[src/hdl/gorb_defines.svh]
`ifndef GORB_DEFINES_SVH
`define GORB_DEFINES_SVH

// Register offsets
`define GORB_X_TC_HIGH 8'h04
`define GORB_X_TC_LOW 8'h05
`define GORB_Y_TC_HIGH 8'h07
`define GORB_Y_TC_LOW 8'h08
`define GORB_Z_TC_HIGH 8'h0A
`define GORB_Z_TC_LOW 8'h0B
`define GORB_X_USR_HIGH 8'h13
`define GORB_X_USR_LOW 8'h14
`define GORB_Y_USR_HIGH 8'h15
`define GORB_Y_USR_LOW 8'h16
`define GORB_Z_USR_HIGH 8'h17
`define GORB_Z_USR_LOW 8'h18
`define GORB_TEMP_HIGH 8'h41
`define GORB_TEMP_LOW 8'h42
`define GORB_X_RATE_HIGH 8'h43
`define GORB_X_RATE_LOW 8'h44
`define GORB_Y_RATE_HIGH 8'h45
`define GORB_Y_RATE_LOW 8'h46
`define GORB_Z_RATE_HIGH 8'h47
`define GORB_Z_RATE_LOW 8'h48
`define GORB_HOST_CTRL 8'h6A
`define GORB_PWR_PRIMARY 8'h6B
`define GORB_PWR_STANDBY 8'h6C
`define GORB_QLEVEL_HIGH 8'h72
`define GORB_QLEVEL_LOW 8'h73
`define GORB_QDATA 8'h74
`define GORB_IDENTITY 8'h75

// Field positions and widths
`define GORB_FULL_RESET_BIT 7
`define GORB_SLEEP_BIT 6
`define GORB_TC_WIDTH 10
`define GORB_TC_HIGH_MASK 8'h03
`define GORB_STANDBY_MASK 8'h07

// Reset values
`define GORB_RESET_VALUE 8'h00
`define GORB_RESET_WORD 16'h0000

`endif

[src/hdl/gorb_pkg.sv]
package gorb_pkg;
  typedef logic [7:0] gorb_byte_t;
  typedef logic signed [15:0] gorb_word_t;
  typedef logic signed [9:0] gorb_coeff_t;
  typedef enum logic [1:0] {
    GORB_LOAD,
    GORB_RUN
  } gorb_state_t;
endpackage

[src/hdl/gorb_axis_path.sv]
`timescale 1ns/10ps
`default_nettype none
module gorb_axis_path (
  input wire logic sys_clk_in,
  input wire logic sys_rst_in,
  input wire logic sample_in,
  input wire logic signed [15:0] raw_in,
  input wire logic signed [15:0] temp_in,
  input wire logic signed [9:0] coeff_in,
  input wire logic signed [15:0] user_in,
  output gorb_pkg::gorb_word_t rate_out
);
  logic signed [25:0] comp_full;
  logic signed [17:0] sum_d;

  ////////////////////////////////////////////////////////////////////////////
  // Compensation term, zero coefficient adds nothing
  always_comb begin
    comp_full = coeff_in * temp_in;
    sum_d = 18'(raw_in) - 18'(user_in) - 18'(comp_full >>> 10);
  end

  // Saturated result into the output pair
  always_ff @(posedge sys_clk_in) begin
    if (sys_rst_in) begin
      rate_out <= 16'sh0000;
    end else if (sample_in) begin
      if (sum_d > 18'sh07FFF) begin
        rate_out <= 16'sh7FFF;
      end else if (sum_d < -18'sh08000) begin
        rate_out <= 16'sh8000;
      end else begin
        rate_out <= sum_d[15:0];
      end
    end
  end
endmodule // gorb_axis_path
`default_nettype wire

[src/hdl/gorb_register_bank.sv]
// Summary of operation
// RULE_01: After reset all registers read zero; identity register reads its code. Coefficient registers read the loaded trim instead.
// RULE_02: Split values show upper byte in high register, lower in low.
// RULE_03: Device powers up awake with sleep cleared, measuring at once. Rates update only after the trim load ends.
// RULE_04: Factory trim coefficients load at power-up and on full reset.
// RULE_05: Compensation always active; zero coefficient has no effect.
// RULE_06: Coefficients are signed 10-bit, two bits high, eight low.
// RULE_07: Host may overwrite coefficients; trim returns only on reset.
// RULE_08: User offset is subtracted from raw rate before output.
// RULE_09: Writes to read-only registers are ignored.
//
// Design decision made here: the strobed register port.
`timescale 1ns/10ps
`default_nettype none
`include "gorb_defines.svh"
module gorb_register_bank #(
  parameter logic [7:0] IDENTITY_CODE = 8'h5A // Arbitrary value
) (
  input wire logic sys_clk_in,
  input wire logic sys_rst_in,
  input wire logic [7:0] addr_in,
  input wire logic [7:0] wdata_in,
  input wire logic wr_in,
  input wire logic rd_in,
  output logic [7:0] rdata_out,
  input wire logic sample_in,
  input wire logic [15:0] x_raw_in,
  input wire logic [15:0] y_raw_in,
  input wire logic [15:0] z_raw_in,
  input wire logic [15:0] temp_in,
  input wire logic [29:0] trim_in,
  output logic sleep_out,
  output logic [2:0] standby_out,
  output logic loading_out
);
  gorb_pkg::gorb_state_t state_q;
  logic [1:0] load_axis_q;
  logic [1:0] load_cnt_q;
  logic [9:0] rom_coeff;
  logic [9:0] tc_q [3];
  logic [15:0] usr_q [3];
  logic [15:0] raw [3];
  gorb_pkg::gorb_word_t rate [3];
  logic [15:0] temp_q;
  logic [7:0] host_ctrl_q;
  logic [7:0] pwr1_q;
  logic [7:0] pwr2_q;
  logic full_reset;
  logic soft_rst;

  function automatic logic [1:0] tc_axis(input logic [7:0] a);
    case (a)
      `GORB_X_TC_HIGH, `GORB_X_TC_LOW: tc_axis = 2'h0;
      `GORB_Y_TC_HIGH, `GORB_Y_TC_LOW: tc_axis = 2'h1;
      `GORB_Z_TC_HIGH, `GORB_Z_TC_LOW: tc_axis = 2'h2;
      default: tc_axis = 2'h3;
    endcase
  endfunction

  function automatic logic [1:0] usr_axis(input logic [7:0] a);
    case (a)
      `GORB_X_USR_HIGH, `GORB_X_USR_LOW: usr_axis = 2'h0;
      `GORB_Y_USR_HIGH, `GORB_Y_USR_LOW: usr_axis = 2'h1;
      `GORB_Z_USR_HIGH, `GORB_Z_USR_LOW: usr_axis = 2'h2;
      default: usr_axis = 2'h3;
    endcase
  endfunction

  // High registers of each pair sit at the lower offset
  function automatic logic is_high(input logic [7:0] a);
    case (a)
      `GORB_X_TC_HIGH, `GORB_Y_TC_HIGH, `GORB_Z_TC_HIGH,
      `GORB_X_USR_HIGH, `GORB_Y_USR_HIGH, `GORB_Z_USR_HIGH: is_high = 1'b1;
      default: is_high = 1'b0;
    endcase
  endfunction

  assign full_reset = wr_in && addr_in == `GORB_PWR_PRIMARY &&
                      wdata_in[`GORB_FULL_RESET_BIT];
  assign soft_rst = sys_rst_in || full_reset;
  assign raw[0] = x_raw_in;
  assign raw[1] = y_raw_in;
  assign raw[2] = z_raw_in;
  assign loading_out = state_q == gorb_pkg::GORB_LOAD;

  ////////////////////////////////////////////////////////////////////////////
  // Trim load sequencer
  gorb_trim_rom u_trim (
    .sys_clk_in(sys_clk_in),
    .axis_in(load_axis_q),
    .trim_in(trim_in),
    .coeff_out(rom_coeff)
  );

  // RULE_04: reload on full reset
  always_ff @(posedge sys_clk_in) begin
    if (soft_rst) begin
      state_q <= gorb_pkg::GORB_LOAD;
      load_axis_q <= 2'h0;
      load_cnt_q <= 2'h0;
    end else begin
      case (state_q)
        gorb_pkg::GORB_LOAD: begin
          load_cnt_q <= load_cnt_q + 2'h1;
          // Store read lags its address by one cycle
          load_axis_q <= load_axis_q + 2'h1;
          if (load_cnt_q == 2'h3) begin
            state_q <= gorb_pkg::GORB_RUN;
          end
        end
        gorb_pkg::GORB_RUN: state_q <= gorb_pkg::GORB_RUN;
        default: state_q <= gorb_pkg::GORB_LOAD;
      endcase
    end
  end

  ////////////////////////////////////////////////////////////////////////////
  // Per-axis compensation, offset and datapath
  genvar g;
  generate
    for (g = 0; g < 3; g++) begin : g_axis
      // RULE_04: copy trim into coefficient
      // RULE_07: host writes override trim
      always_ff @(posedge sys_clk_in) begin
        if (soft_rst) begin
          tc_q[g] <= 10'h000;
        end else if (loading_out && load_cnt_q == 2'(g + 1)) begin
          tc_q[g] <= rom_coeff;
        end else if (wr_in && tc_axis(addr_in) == 2'(g)) begin
          // RULE_06: two high bits, eight low bits
          if (is_high(addr_in)) begin
            tc_q[g][9:8] <= wdata_in[1:0];
          end else begin
            tc_q[g][7:0] <= wdata_in;
          end
        end
      end

      always_ff @(posedge sys_clk_in) begin
        if (soft_rst) begin
          usr_q[g] <= `GORB_RESET_WORD;
        end else if (wr_in && usr_axis(addr_in) == 2'(g)) begin
          if (is_high(addr_in)) begin
            usr_q[g][15:8] <= wdata_in;
          end else begin
            usr_q[g][7:0] <= wdata_in;
          end
        end
      end

      // RULE_05: compensation always active
      // RULE_08: subtract user offset
      gorb_axis_path u_path (
        .sys_clk_in(sys_clk_in),
        .sys_rst_in(soft_rst),
        .sample_in(sample_in && !sleep_out && !pwr2_q[2 - g] && !loading_out),
        .raw_in(raw[g]),
        .temp_in(temp_q),
        .coeff_in(tc_q[g]),
        .user_in(usr_q[g]),
        .rate_out(rate[g])
      );
    end
  endgenerate

  ////////////////////////////////////////////////////////////////////////////
  // Temperature capture
  always_ff @(posedge sys_clk_in) begin
    if (soft_rst) begin
      temp_q <= `GORB_RESET_WORD;
    end else if (sample_in && !sleep_out) begin
      temp_q <= temp_in;
    end
  end

  ////////////////////////////////////////////////////////////////////////////
  // Control registers
  // RULE_03: awake after power-up
  always_ff @(posedge sys_clk_in) begin
    if (soft_rst) begin
      pwr1_q <= `GORB_RESET_VALUE;
      pwr2_q <= `GORB_RESET_VALUE;
      host_ctrl_q <= `GORB_RESET_VALUE;
    end else if (wr_in) begin
      case (addr_in)
        `GORB_PWR_PRIMARY: pwr1_q <= wdata_in;
        `GORB_PWR_STANDBY: pwr2_q <= wdata_in & `GORB_STANDBY_MASK;
        `GORB_HOST_CTRL: host_ctrl_q <= wdata_in;
        default: pwr1_q <= pwr1_q;
      endcase
    end
  end

  assign sleep_out = pwr1_q[`GORB_SLEEP_BIT];
  assign standby_out = pwr2_q[2:0];

  ////////////////////////////////////////////////////////////////////////////
  // Read mux
  // RULE_09: read-only registers have no write path
  // RULE_02: high byte then low byte
  // RULE_01: zero reset, identity code
  always_ff @(posedge sys_clk_in) begin
    if (sys_rst_in) begin
      rdata_out <= `GORB_RESET_VALUE;
    end else if (rd_in) begin
      case (addr_in)
        `GORB_X_TC_HIGH: rdata_out <= {6'h00, tc_q[0][9:8]};
        `GORB_X_TC_LOW: rdata_out <= tc_q[0][7:0];
        `GORB_Y_TC_HIGH: rdata_out <= {6'h00, tc_q[1][9:8]};
        `GORB_Y_TC_LOW: rdata_out <= tc_q[1][7:0];
        `GORB_Z_TC_HIGH: rdata_out <= {6'h00, tc_q[2][9:8]};
        `GORB_Z_TC_LOW: rdata_out <= tc_q[2][7:0];
        `GORB_X_USR_HIGH: rdata_out <= usr_q[0][15:8];
        `GORB_X_USR_LOW: rdata_out <= usr_q[0][7:0];
        `GORB_Y_USR_HIGH: rdata_out <= usr_q[1][15:8];
        `GORB_Y_USR_LOW: rdata_out <= usr_q[1][7:0];
        `GORB_Z_USR_HIGH: rdata_out <= usr_q[2][15:8];
        `GORB_Z_USR_LOW: rdata_out <= usr_q[2][7:0];
        `GORB_TEMP_HIGH: rdata_out <= temp_q[15:8];
        `GORB_TEMP_LOW: rdata_out <= temp_q[7:0];
        `GORB_X_RATE_HIGH: rdata_out <= rate[0][15:8];
        `GORB_X_RATE_LOW: rdata_out <= rate[0][7:0];
        `GORB_Y_RATE_HIGH: rdata_out <= rate[1][15:8];
        `GORB_Y_RATE_LOW: rdata_out <= rate[1][7:0];
        `GORB_Z_RATE_HIGH: rdata_out <= rate[2][15:8];
        `GORB_Z_RATE_LOW: rdata_out <= rate[2][7:0];
        `GORB_HOST_CTRL: rdata_out <= host_ctrl_q;
        // Self-clearing full reset bit never reads back
        `GORB_PWR_PRIMARY: rdata_out <= pwr1_q & 8'h7F;
        `GORB_PWR_STANDBY: rdata_out <= pwr2_q;
        `GORB_IDENTITY: rdata_out <= IDENTITY_CODE;
        default: rdata_out <= `GORB_RESET_VALUE;
      endcase
    end else begin
      rdata_out <= `GORB_RESET_VALUE;
    end
  end

  ////////////////////////////////////////////////////////////////////////////
  // Checks

  // RULE_03: awake after reset
  a_awake_after_reset: assert property (@(posedge sys_clk_in) // RULE_03
    disable iff (sys_rst_in)
    $past(sys_rst_in) |-> !sleep_out)
    else $error("sleep set after reset");

  // RULE_04: load ends four cycles after reset
  a_trim_load_done: assert property (@(posedge sys_clk_in) // RULE_04
    $fell(soft_rst) |-> ##4 !loading_out)
    else $error("trim load did not finish");

  // RULE_04: x coefficient equals trim after load
  a_trim_x_loaded: assert property (@(posedge sys_clk_in) // RULE_04
    disable iff (soft_rst)
    $fell(loading_out) && !$past(wr_in) |-> tc_q[0] == trim_in[9:0])
    else $error("x trim not loaded");

  // RULE_01: identity read
  a_identity_read: assert property (@(posedge sys_clk_in) // RULE_01
    disable iff (sys_rst_in)
    rd_in && addr_in == `GORB_IDENTITY |=> rdata_out == IDENTITY_CODE)
    else $error("identity mismatch");

  // RULE_09: x rate ignores writes to its high register
  a_rate_ro: assert property (@(posedge sys_clk_in) // RULE_09
    disable iff (soft_rst)
    wr_in && addr_in == `GORB_X_RATE_HIGH && !sample_in |=> $stable(rate[0]))
    else $error("rate changed by write");

  // RULE_07: host write lands in coefficient
  a_tc_write: assert property (@(posedge sys_clk_in) // RULE_07
    disable iff (soft_rst)
    !loading_out && wr_in && addr_in == `GORB_Y_TC_LOW
    |=> tc_q[1][7:0] == $past(wdata_in))
    else $error("coefficient write lost");

  // RULE_02: low byte read
  a_usr_low_read: assert property (@(posedge sys_clk_in) // RULE_02
    disable iff (soft_rst)
    rd_in && addr_in == `GORB_Z_USR_LOW |=> rdata_out == $past(usr_q[2][7:0]))
    else $error("low byte wrong");

  // RULE_06: upper coefficient bits read masked
  a_tc_high_mask: assert property (@(posedge sys_clk_in) // RULE_06
    disable iff (sys_rst_in)
    rd_in && addr_in == `GORB_X_TC_HIGH |=> rdata_out[7:2] == 6'h00)
    else $error("reserved bits set");

  // RULE_08: zero coefficient leaves raw minus offset
  a_rate_subtract: assert property (@(posedge sys_clk_in) // RULE_08
    disable iff (soft_rst)
    sample_in && !sleep_out && !loading_out && !pwr2_q[2] && tc_q[0] == 10'h000
    && !wr_in |=> rate[0] == $past(16'(x_raw_in - usr_q[0])) ||
    $past(x_raw_in[15] != usr_q[0][15]))
    else $error("offset not subtracted");

  // RULE_04: y and z trim after load
  a_trim_yz_loaded: assert property (@(posedge sys_clk_in) // RULE_04
    disable iff (soft_rst)
    $fell(loading_out) && !$past(wr_in)
    |-> tc_q[1] == trim_in[19:10] && tc_q[2] == trim_in[29:20])
    else $error("y or z trim not loaded");

  // RULE_01: full reset clears x offset and standby register
  a_full_reset_clear: assert property (@(posedge sys_clk_in) // RULE_01
    disable iff (sys_rst_in)
    $past(soft_rst) |-> usr_q[0] == 16'h0000 && pwr2_q == 8'h00)
    else $error("offset kept over reset");

  // RULE_01: read data idle at zero
  a_rdata_idle: assert property (@(posedge sys_clk_in) // RULE_01
    disable iff (sys_rst_in)
    !$past(rd_in) |-> rdata_out == 8'h00)
    else $error("read data not idle");

  // RULE_02: rate high byte read
  a_rate_high_read: assert property (@(posedge sys_clk_in) // RULE_02
    disable iff (sys_rst_in)
    rd_in && addr_in == `GORB_Y_RATE_HIGH
    |=> rdata_out == $past(rate[1][15:8]))
    else $error("rate high byte wrong");

  // RULE_02: temperature captured on sample
  a_temp_capture: assert property (@(posedge sys_clk_in) // RULE_02
    disable iff (soft_rst)
    sample_in && !sleep_out |=> temp_q == $past(temp_in))
    else $error("temperature not captured");

  // RULE_03: sleep freezes outputs
  a_sleep_hold: assert property (@(posedge sys_clk_in) // RULE_03
    disable iff (soft_rst)
    sleep_out |=> $stable(rate[2]) && $stable(temp_q))
    else $error("output changed in sleep");

  // RULE_07: high coefficient write lands
  a_tc_high_write: assert property (@(posedge sys_clk_in) // RULE_07
    disable iff (soft_rst)
    !loading_out && wr_in && addr_in == `GORB_Z_TC_HIGH
    |=> tc_q[2][9:8] == $past(wdata_in[1:0]))
    else $error("coefficient high write lost");

  // RULE_02: user offset high byte write
  a_usr_high_write: assert property (@(posedge sys_clk_in) // RULE_02
    disable iff (soft_rst)
    wr_in && addr_in == `GORB_X_USR_HIGH
    |=> usr_q[0][15:8] == $past(wdata_in))
    else $error("offset high write lost");

  // RULE_03: sleep follows written bit
  a_sleep_write: assert property (@(posedge sys_clk_in) // RULE_03
    disable iff (soft_rst)
    wr_in && addr_in == `GORB_PWR_PRIMARY
    |=> sleep_out == $past(wdata_in[`GORB_SLEEP_BIT]))
    else $error("sleep bit not stored");

  // RULE_08: standby axis keeps output
  a_standby_hold: assert property (@(posedge sys_clk_in) // RULE_08
    disable iff (soft_rst)
    pwr2_q[1] |=> $stable(rate[1]))
    else $error("standby axis changed");
endmodule // gorb_register_bank
`default_nettype wire

[src/hdl/gorb_trim_rom.sv]
`timescale 1ns/10ps
`default_nettype none
module gorb_trim_rom (
  input wire logic sys_clk_in,
  input wire logic [1:0] axis_in,
  input wire logic [29:0] trim_in,
  output logic [9:0] coeff_out
);
  ////////////////////////////////////////////////////////////////////////////
  // Registered read of the factory trim store
  always_ff @(posedge sys_clk_in) begin
    case (axis_in)
      2'h0: coeff_out <= trim_in[9:0];
      2'h1: coeff_out <= trim_in[19:10];
      2'h2: coeff_out <= trim_in[29:20];
      default: coeff_out <= 10'h000;
    endcase
  end
endmodule // gorb_trim_rom
`default_nettype wire

[config.mk]
export PLATFORM = sky130hd
export DESIGN_NAME = gorb_register_bank
export DESIGN_NICKNAME = d
export VERILOG_FILES = /design/src/hdl/gorb_pkg.sv /design/src/hdl/gorb_axis_path.sv /design/src/hdl/gorb_register_bank.sv /design/src/hdl/gorb_trim_rom.sv
export VERILOG_INCLUDE_DIRS = /design/src /design/src/hdl
export SDC_FILE = /design/constraint.sdc
export NUM_CORES = 2
export LEC_CHECK = 0
export BUFFER_PORTS_ARGS = -buffer_cell sky130_fd_sc_hd__buf_2
export CAP_MARGIN = 10
export CORE_ASPECT_RATIO = 0.7
export CORE_MARGIN = 5
export CORE_UTILIZATION = 60
export CTS_BUF_LIST = sky130_fd_sc_hd__clkbuf_16
export DETAILED_ROUTE_END_ITERATION = 7
export PLACE_DENSITY_LB_ADDON = 0.08
export SLEW_MARGIN = 20
export SYNTH_ARGS = -nofsm -noshare
export SYNTH_HDL_FRONTEND = slang
export SYNTH_SLANG_ARGS = --single-unit
[constraint.sdc]
create_clock -name sys_clk_in -period 11.99 [get_ports sys_clk_in]
set_input_delay 0.5995 -clock sys_clk_in [delete_from_list [all_inputs] [get_ports sys_clk_in]]
set_output_delay 0.5995 -clock sys_clk_in [all_outputs]
set_load 0.005 [all_outputs]
-- Word level (Yosys, flattened, before mapping)
Memory sizes are Yosys's and may differ from the RTL's.
Cells that the tools add are included.
- register bits after elaboration: 106
- bits in latches: 0
- RAM bits: 78
- bits in read-only memories: 0
- input port bits: 115
- output and inout port bits: 13
- word-level logic and storage cells: 236
- memories: 2
- memories (name ; words ; bits a word ; rd ports ; clocked after memory_dff ; write ports ; RTL line ; text):
    usr_q ; 3 ; 16 ; 3 ; 0 ; 3 ; gorb_register_bank.sv:41 ; logic [15:0] usr_q [3];
    tc_q ; 3 ; 10 ; 3 ; 0 ; 3 ; gorb_register_bank.sv:40 ; logic [9:0] tc_q [3];
- add/subtract/negate cells: 8
- $mul: 3
- divide/modulo/power cells: 0
- order comparisons: 6
- equality and inequality tests: 35
- shift-type cells: 0
- multiplexer cells: 115
- bitwise operators: 16
- reduce and logical (&&, ||, !) cells: 39
- operator list (kind ; count):
    one-hot mux 8 bit (24 select lines) ; 1
    == test 8 x 7 -> 1 bit, second input constant ; 12
    2-to-1 mux 16 bit ; 6
    2-to-1 mux 1 bit ; 81
    multiplier 10 x 16 -> 26 bit ; 3
    2-to-1 mux 8 bit ; 9
    > comparator 18 x 16 -> 1 bit, second input constant ; 3
    < comparator 18 x 16 -> 1 bit, second input constant ; 3
    subtractor 17 x 16 -> 18 bit ; 3
    subtractor 16 x 16 -> 17 bit ; 3
    == test 8 x 5 -> 1 bit, second input constant ; 6
    2-to-1 mux 10 bit ; 3
    one-hot mux 10 bit (3 select lines) ; 1
    == test 8 x 3 -> 1 bit, second input constant ; 3
    == test 8 x 4 -> 1 bit, second input constant ; 3
    2-to-1 mux 2 bit ; 11
    logical AND 1 bit ; 18
    bitwise OR 1 bit ; 15
    OR reduction 2 bit ; 7
    one-hot mux 2 bit (3 select lines) ; 2
    == test 2 x 1 -> 1 bit, second input constant ; 5
    == test 2 bit, second input constant ; 5
    zero test 2 bit ; 4
    AND reduction 2 bit ; 3
    other kinds (7) ; 12

-- Longest topological paths before layout
- depth in word-level cells: 16
- gate-level depth with buffers: 35
- gate-level depth less buffers: 31

-- Modules after synthesis
Synthesis repeated with hierarchy kept, for this count alone.
- cell total of the unflattened synthesis: 3267
- area total of the unflattened synthesis: 29832.4 sq um
- by module, submodules not included (module ; times used ; cells an instance ; area each (sq um)):
    gorb_axis_path (g_axis[2].u_path) ; 1 ; 877 ; 7576.0
    gorb_axis_path (g_axis[1].u_path) ; 1 ; 859 ; 7546.0
    gorb_axis_path (g_axis[0].u_path) ; 1 ; 806 ; 7262.0
    gorb_register_bank ; 1 ; 691 ; 7034.2
    gorb_trim_rom ; 1 ; 34 ; 414.1

-- Worst setup path before layout
No wires, ideal clock.
- path type: register to register
- start point: mem tc_q[1][1]
- end point: reg g_axis[1].u_path.rate_out[10]
- arrival time: 7.950 ns
- data required time: 11.920 ns
- setup slack: 3.971 ns
- stages on the path, launching flop included: 33
- buffers on the path: 3
- path through: edfxtp_1 > clkbuf_1 > clkbuf_1 > nand2_1 > fa_1 > inv_1 > fa_1 > fa_1 > fa_1 > inv_1 > fa_1 > inv_1 > ha_1 > a21o_1 > nand3_1 > nand2_1 > or4_1 > o21ai_0 > o21bai_1 > a21oi_1 > xnor2_1 > fa_1 > inv_1 > ha_1 > and2_1 > a21o_1 > a2111o_1 > a221oi_2 > xor2_1 > o211ai_1 > buf_2 > nand2_1 > a21oi_1
- RTL lines (element ; RTL line ; text):
    start: declaration ; gorb_register_bank.sv:40 ;
    end signal: assignment ; gorb_axis_path.sv:33 ; rate_out <= sum_d[15:0];
    end: declaration ; gorb_axis_path.sv:11 ; output gorb_pkg::gorb_word_t rate_out

-- Worst setup path after layout
- start point: reg temp_q[10]
- end point: reg g_axis[0].u_path.rate_out[9]
- longest elaborated chain between the ends: 5
- elaborated cells between the ends (all ways): 6
- classes of those cells: add/sub (1); mul (1); order compare (2); mux (2)
- ends and longest elaborated chain (element ; RTL line ; text):
    start: declaration ; gorb_register_bank.sv:44 ; logic [15:0] temp_q;
    start signal: assignment ; gorb_register_bank.sv:170 ; temp_q <= `GORB_RESET_WORD;
    start signal: assignment ; gorb_register_bank.sv:172 ; temp_q <= temp_in;
    multiplier 10 x 16 -> 26 bit * ; gorb_axis_path.sv:19 ; comp_full = coeff_in * temp_in;
    subtractor 17 x 16 -> 18 bit * ; gorb_axis_path.sv:20 ; sum_d = 18'(raw_in) - 18'(user_in) - 18'(comp_full >>> 10);
    < comparator 18 x 16 -> 1 bit ; gorb_axis_path.sv:30 ; end else if (sum_d < -18'sh08000) begin
    2-to-1 mux 16 bit ; gorb_axis_path.sv:30 ;
    2-to-1 mux 16 bit * ; gorb_axis_path.sv:28 ; if (sum_d > 18'sh07FFF) begin
    end signal: assignment ; gorb_axis_path.sv:33 ;
    end: declaration ; gorb_axis_path.sv:11 ;
Mark *: on every way between the ends. The rest lies on a longest branch, timed or not.
A chain may end at the register's enable or synchronous reset.

==> flow_metrics.py <==
metrics = {
    "routing": {
        "ant_nets": 0,
        "drcViolationCount": 0,
        "dr.first_iter.drc_count": 2618,
        "drtPass1Iterations": 8,
        "via_count": 23600,
        "drt-total-wl_mm": 91.8,
        "vias_per_cell": 6.06,
        "avgRoutedWirePerCell_um": 23.6,
    },
    "setup_path": {
        "worst-path-max-fanout": 17,
        "r2r_cells": 28,
        "slowest_stage": "dfxtp_1",
        "regToRegSetupSlack_ps": 2060,
        "start_kind": "flop",
        "reg2reg_from": "temp_q[10]",
        "cp.arrival_ps": 10230,
        "worst-setup-path-type": "reg -> reg",
        "end_kind": "flop",
        "crit_path_max_incr_delay_ps": 920,
        "cp.required_ps": 12290,
        "rr_endpoint": "g_axis[0].u_path.rate_out[9]",
        "crit_top_cell": "fa_1",
    },
    "clock_tree": {
        "cts_htree_levels": 4,
        "post_cts_resized": 0,
        "cts_made_buffers": 17,
        "cts_tree": "built",
        "insertion_delay_ps": 470,
        "post-cts-setup-buffer-count": 0,
        "holdBufCountCts": 0,
        "path_clk_slew_ps": 80,
        "cts_sinks": 183,
        "clock_path_buffers": 2,
        "cts-root-buf": "clkbuf_16",
    },
    "global_routing": {
        "met3_usage_pct": 9.91,
        "grt_util_met2_pct": 53.7,
        "grt_pass1_wl_mm": 141,
        "use_met1_pct": 50.8,
        "grt_max_degree": 58,
        "track_usage_pct": 35.4,
        "antenna_found_initial": 2,
        "busiest_layer": "met2",
        "grt_pass1_vias": 23800,
        "grt_overflow": 0,
    },
    "hold_path": {
        "hp-start": "temp_in[9]",
        "whs_path_depth": 3,
        "holdPathEnd": "temp_q[9]",
        "hp-class": "in -> reg",
    },
    "placed_design": {
        "io_buffers": 127,
        "gp_congestion": 1.06,
        "hpwl_mm": 73.8,
        "placed_area_um2": 29800,
        "placed_cells_incl_taps": 3864,
        "dp_slack_ps": 2270,
    },
    "die": {
        "num_io_pins": 128,
        "fp.dieH_um": 193,
        "design.die.area_um2": 52400,
        "die_x_um": 272,
        "num_rows": 67,
        "fp.coreArea_um2": 47600,
        "initial_core_util_pct": 60.4,
    },
    "yosys": {
        "synth_top_area_cell": "fa_1",
        "synth.cell_area_um2": 28700,
        "synth_nets": 4056,
        "yosys.area.top_type_share_pct": 32.2,
        "avgSynthCellArea_um2": 8.87,
        "ys.flop_type": "dfxtp_1",
        "ys_seq_elements": 183,
        "async_flop_share_pct": 0,
        "synth.area.top_cells": "fa_1 (32%), ha_1 (10%), edfxtp_1 (8.1%), inv_1 (8.0%), dfxtp_1 (7.3%)",
        "synth_edf_count": 78,
        "ys_seq_area_share_pct": 15.5,
        "synthCells": 3241,
        "yosys_warnings": 0,
        "synth_cell_types": 80,
    },
    "layout": {
        "drive_above_1_share_pct": 6.65,
        "final_cells": 3897,
        "final_area_um2": 30400,
        "syn2layout_area_growth_pct": 5.60,
        "antenna_cells": 0,
        "nets": 4078,
    },
    "timing": {
        "fin_skew_ps": 17.1,
        "fin_crit_ps": 9930,
        "timing_hold_violations_final": 0,
        "clock.fmax_mhz": 101,
        "rsz0062_at_grt": "no",
        "period_share_pct": 82.9,
        "postLayoutSetupSlackWorst_ps": 2060,
        "slew_headroom_pct": 23.0,
        "setup_viol": 0,
        "slew_violations": 0,
        "fin_setup_tns_ps": 0,
        "tightestPinTransition_ps": 1140,
    },
    "run_status": {
        "outcome": "complete, no violations",
    },
    "pwr": {
        "ir_worst_vdd_v": 0.000413,
        "power_density_nw_per_um2": 206,
        "fin_total_pwr_uw": 6260,
        "p_leak_uw": 0.0150,
    },
    "flow_run": {
        "drv_cap": 0,
    },
}
-- cell usage in the layout, fill, tap and decap left out, types with 48 or more instances in the layout --
cell      instances
inv_1           611
a21oi_1         144
nor2_1          140
o21ai_0          94
buf_2           127
xnor2_1          75
and2_1          215
ha_1            238
nand2_1         411
dfxtp_1         105
fa_1            462
nand3_1          48
edfxtp_1         78
-- state kept, by name, summed over array words and instances (netlist names) --
name and flops:
tc_q 30, state_q 1, temp_q 16, usr_q 48
u_trim.coeff_out 10, rdata_out 8, load_axis_q 2, pwr1_q 7
host_ctrl_q 8, g_axis.u_path.rate_out 48, pwr2_q 3, load_cnt_q 2
-- synth_stat cells, types with 16 or more instances --
master    count
fa_1        462
dfxtp_1     105
a21o_1       28
a22o_1       43
a21oi_1     144
a31oi_1      29
a22oi_1      21
and2_1      215
nand2b_1     25
nand2_1     411
nand3_1      48
a222oi_1     18
a221oi_1     21
xnor2_1      75
o21a_1       19
inv_1       610
ha_1        238
edfxtp_1     78
o21ai_0     102
nor3_1       16
clkbuf_1    132
nor2_1      141
xor2_1       33
nand4_1      17
-- routing by layer --
metal / wire length (um) / vias up
met3: 11100 / 181
li1: - / 10400
met5: 0 / -
met2: 39300 / 1315
met4: 2650 / 0
met1: 38700 / 11700
-- critical path: cells and delay by family (launching register included) --
| kind | cells | cell delay (ps) |
|---|---|---|
| buf+inv | 4 | 560 |
| fa+ha+maj | 8 | 3690 |
| simple gates | 4 | 1340 |
| xor+xnor | 1 | 240 |
| flops | 1 | 920 |
| compound gates | 11 | 2990 |
-- final cells by class --
| cell class | instances | area, um^2 |
|---|---|---|
| clock inverters | 15 | 146 |
| repair buffers | 153 | 831 |
| inverters | 610 | 2290 |
| well taps | 621 | 777 |
| clock buffers | 17 | 425 |
| fillers | 4116 | 17300 |
| flip-flops and latches | 183 | 4440 |
| multi-input cells | 2298 | 21400 |
-- per-stage QoR --
step,hold slack (ps),util (%)
after floorplan,436,-
after global placement,444,62.5
after detailed placement,451,62.5
after CTS,360,63.7
after global routing,371,63.7
final,375,63.7
-- how the worst max path moves through the flow --
| stage | start | end | slack [ps] | cells after the start |
|---|---|---|---|---|
| 6_report | temp_q[10] | g_axis[0].u_path.rate_out[9] | 2060 | 28 |
| 5_1_grt | temp_q[5] | g_axis[0].u_path.rate_out[9] | 1630 | 28 |
| 4_1_cts | temp_q[5] | g_axis[0].u_path.rate_out[9] | 2230 | 28 |
| 3_5_place_dp | temp_q[5] | g_axis[0].u_path.rate_out[11] | 2270 | 28 |
| 3_3_place_gp | temp_q[5] | g_axis[0].u_path.rate_out[14] | 2510 | 28 |
| 2_1_floorplan | tc_q[1][1] | g_axis[1].u_path.rate_out[10] | 3970 | 32 |
-- cells by family after synthesis --
group	synth area share, %
buffers and inverters	10.0
XOR/XNOR	3.29
flip-flops	15.5
AND/OR/NAND/NOR	16.0
AO/OA/AOI/OAI	12.1
adder cells (fa/ha/maj)	42.6
multiplexers	0.531
-- power by group --
group          internal, uW  switching (uW)
combinational          1900            2920
clock                   291             282
sequential              705             160
Power figures use the tool's default switching activity.
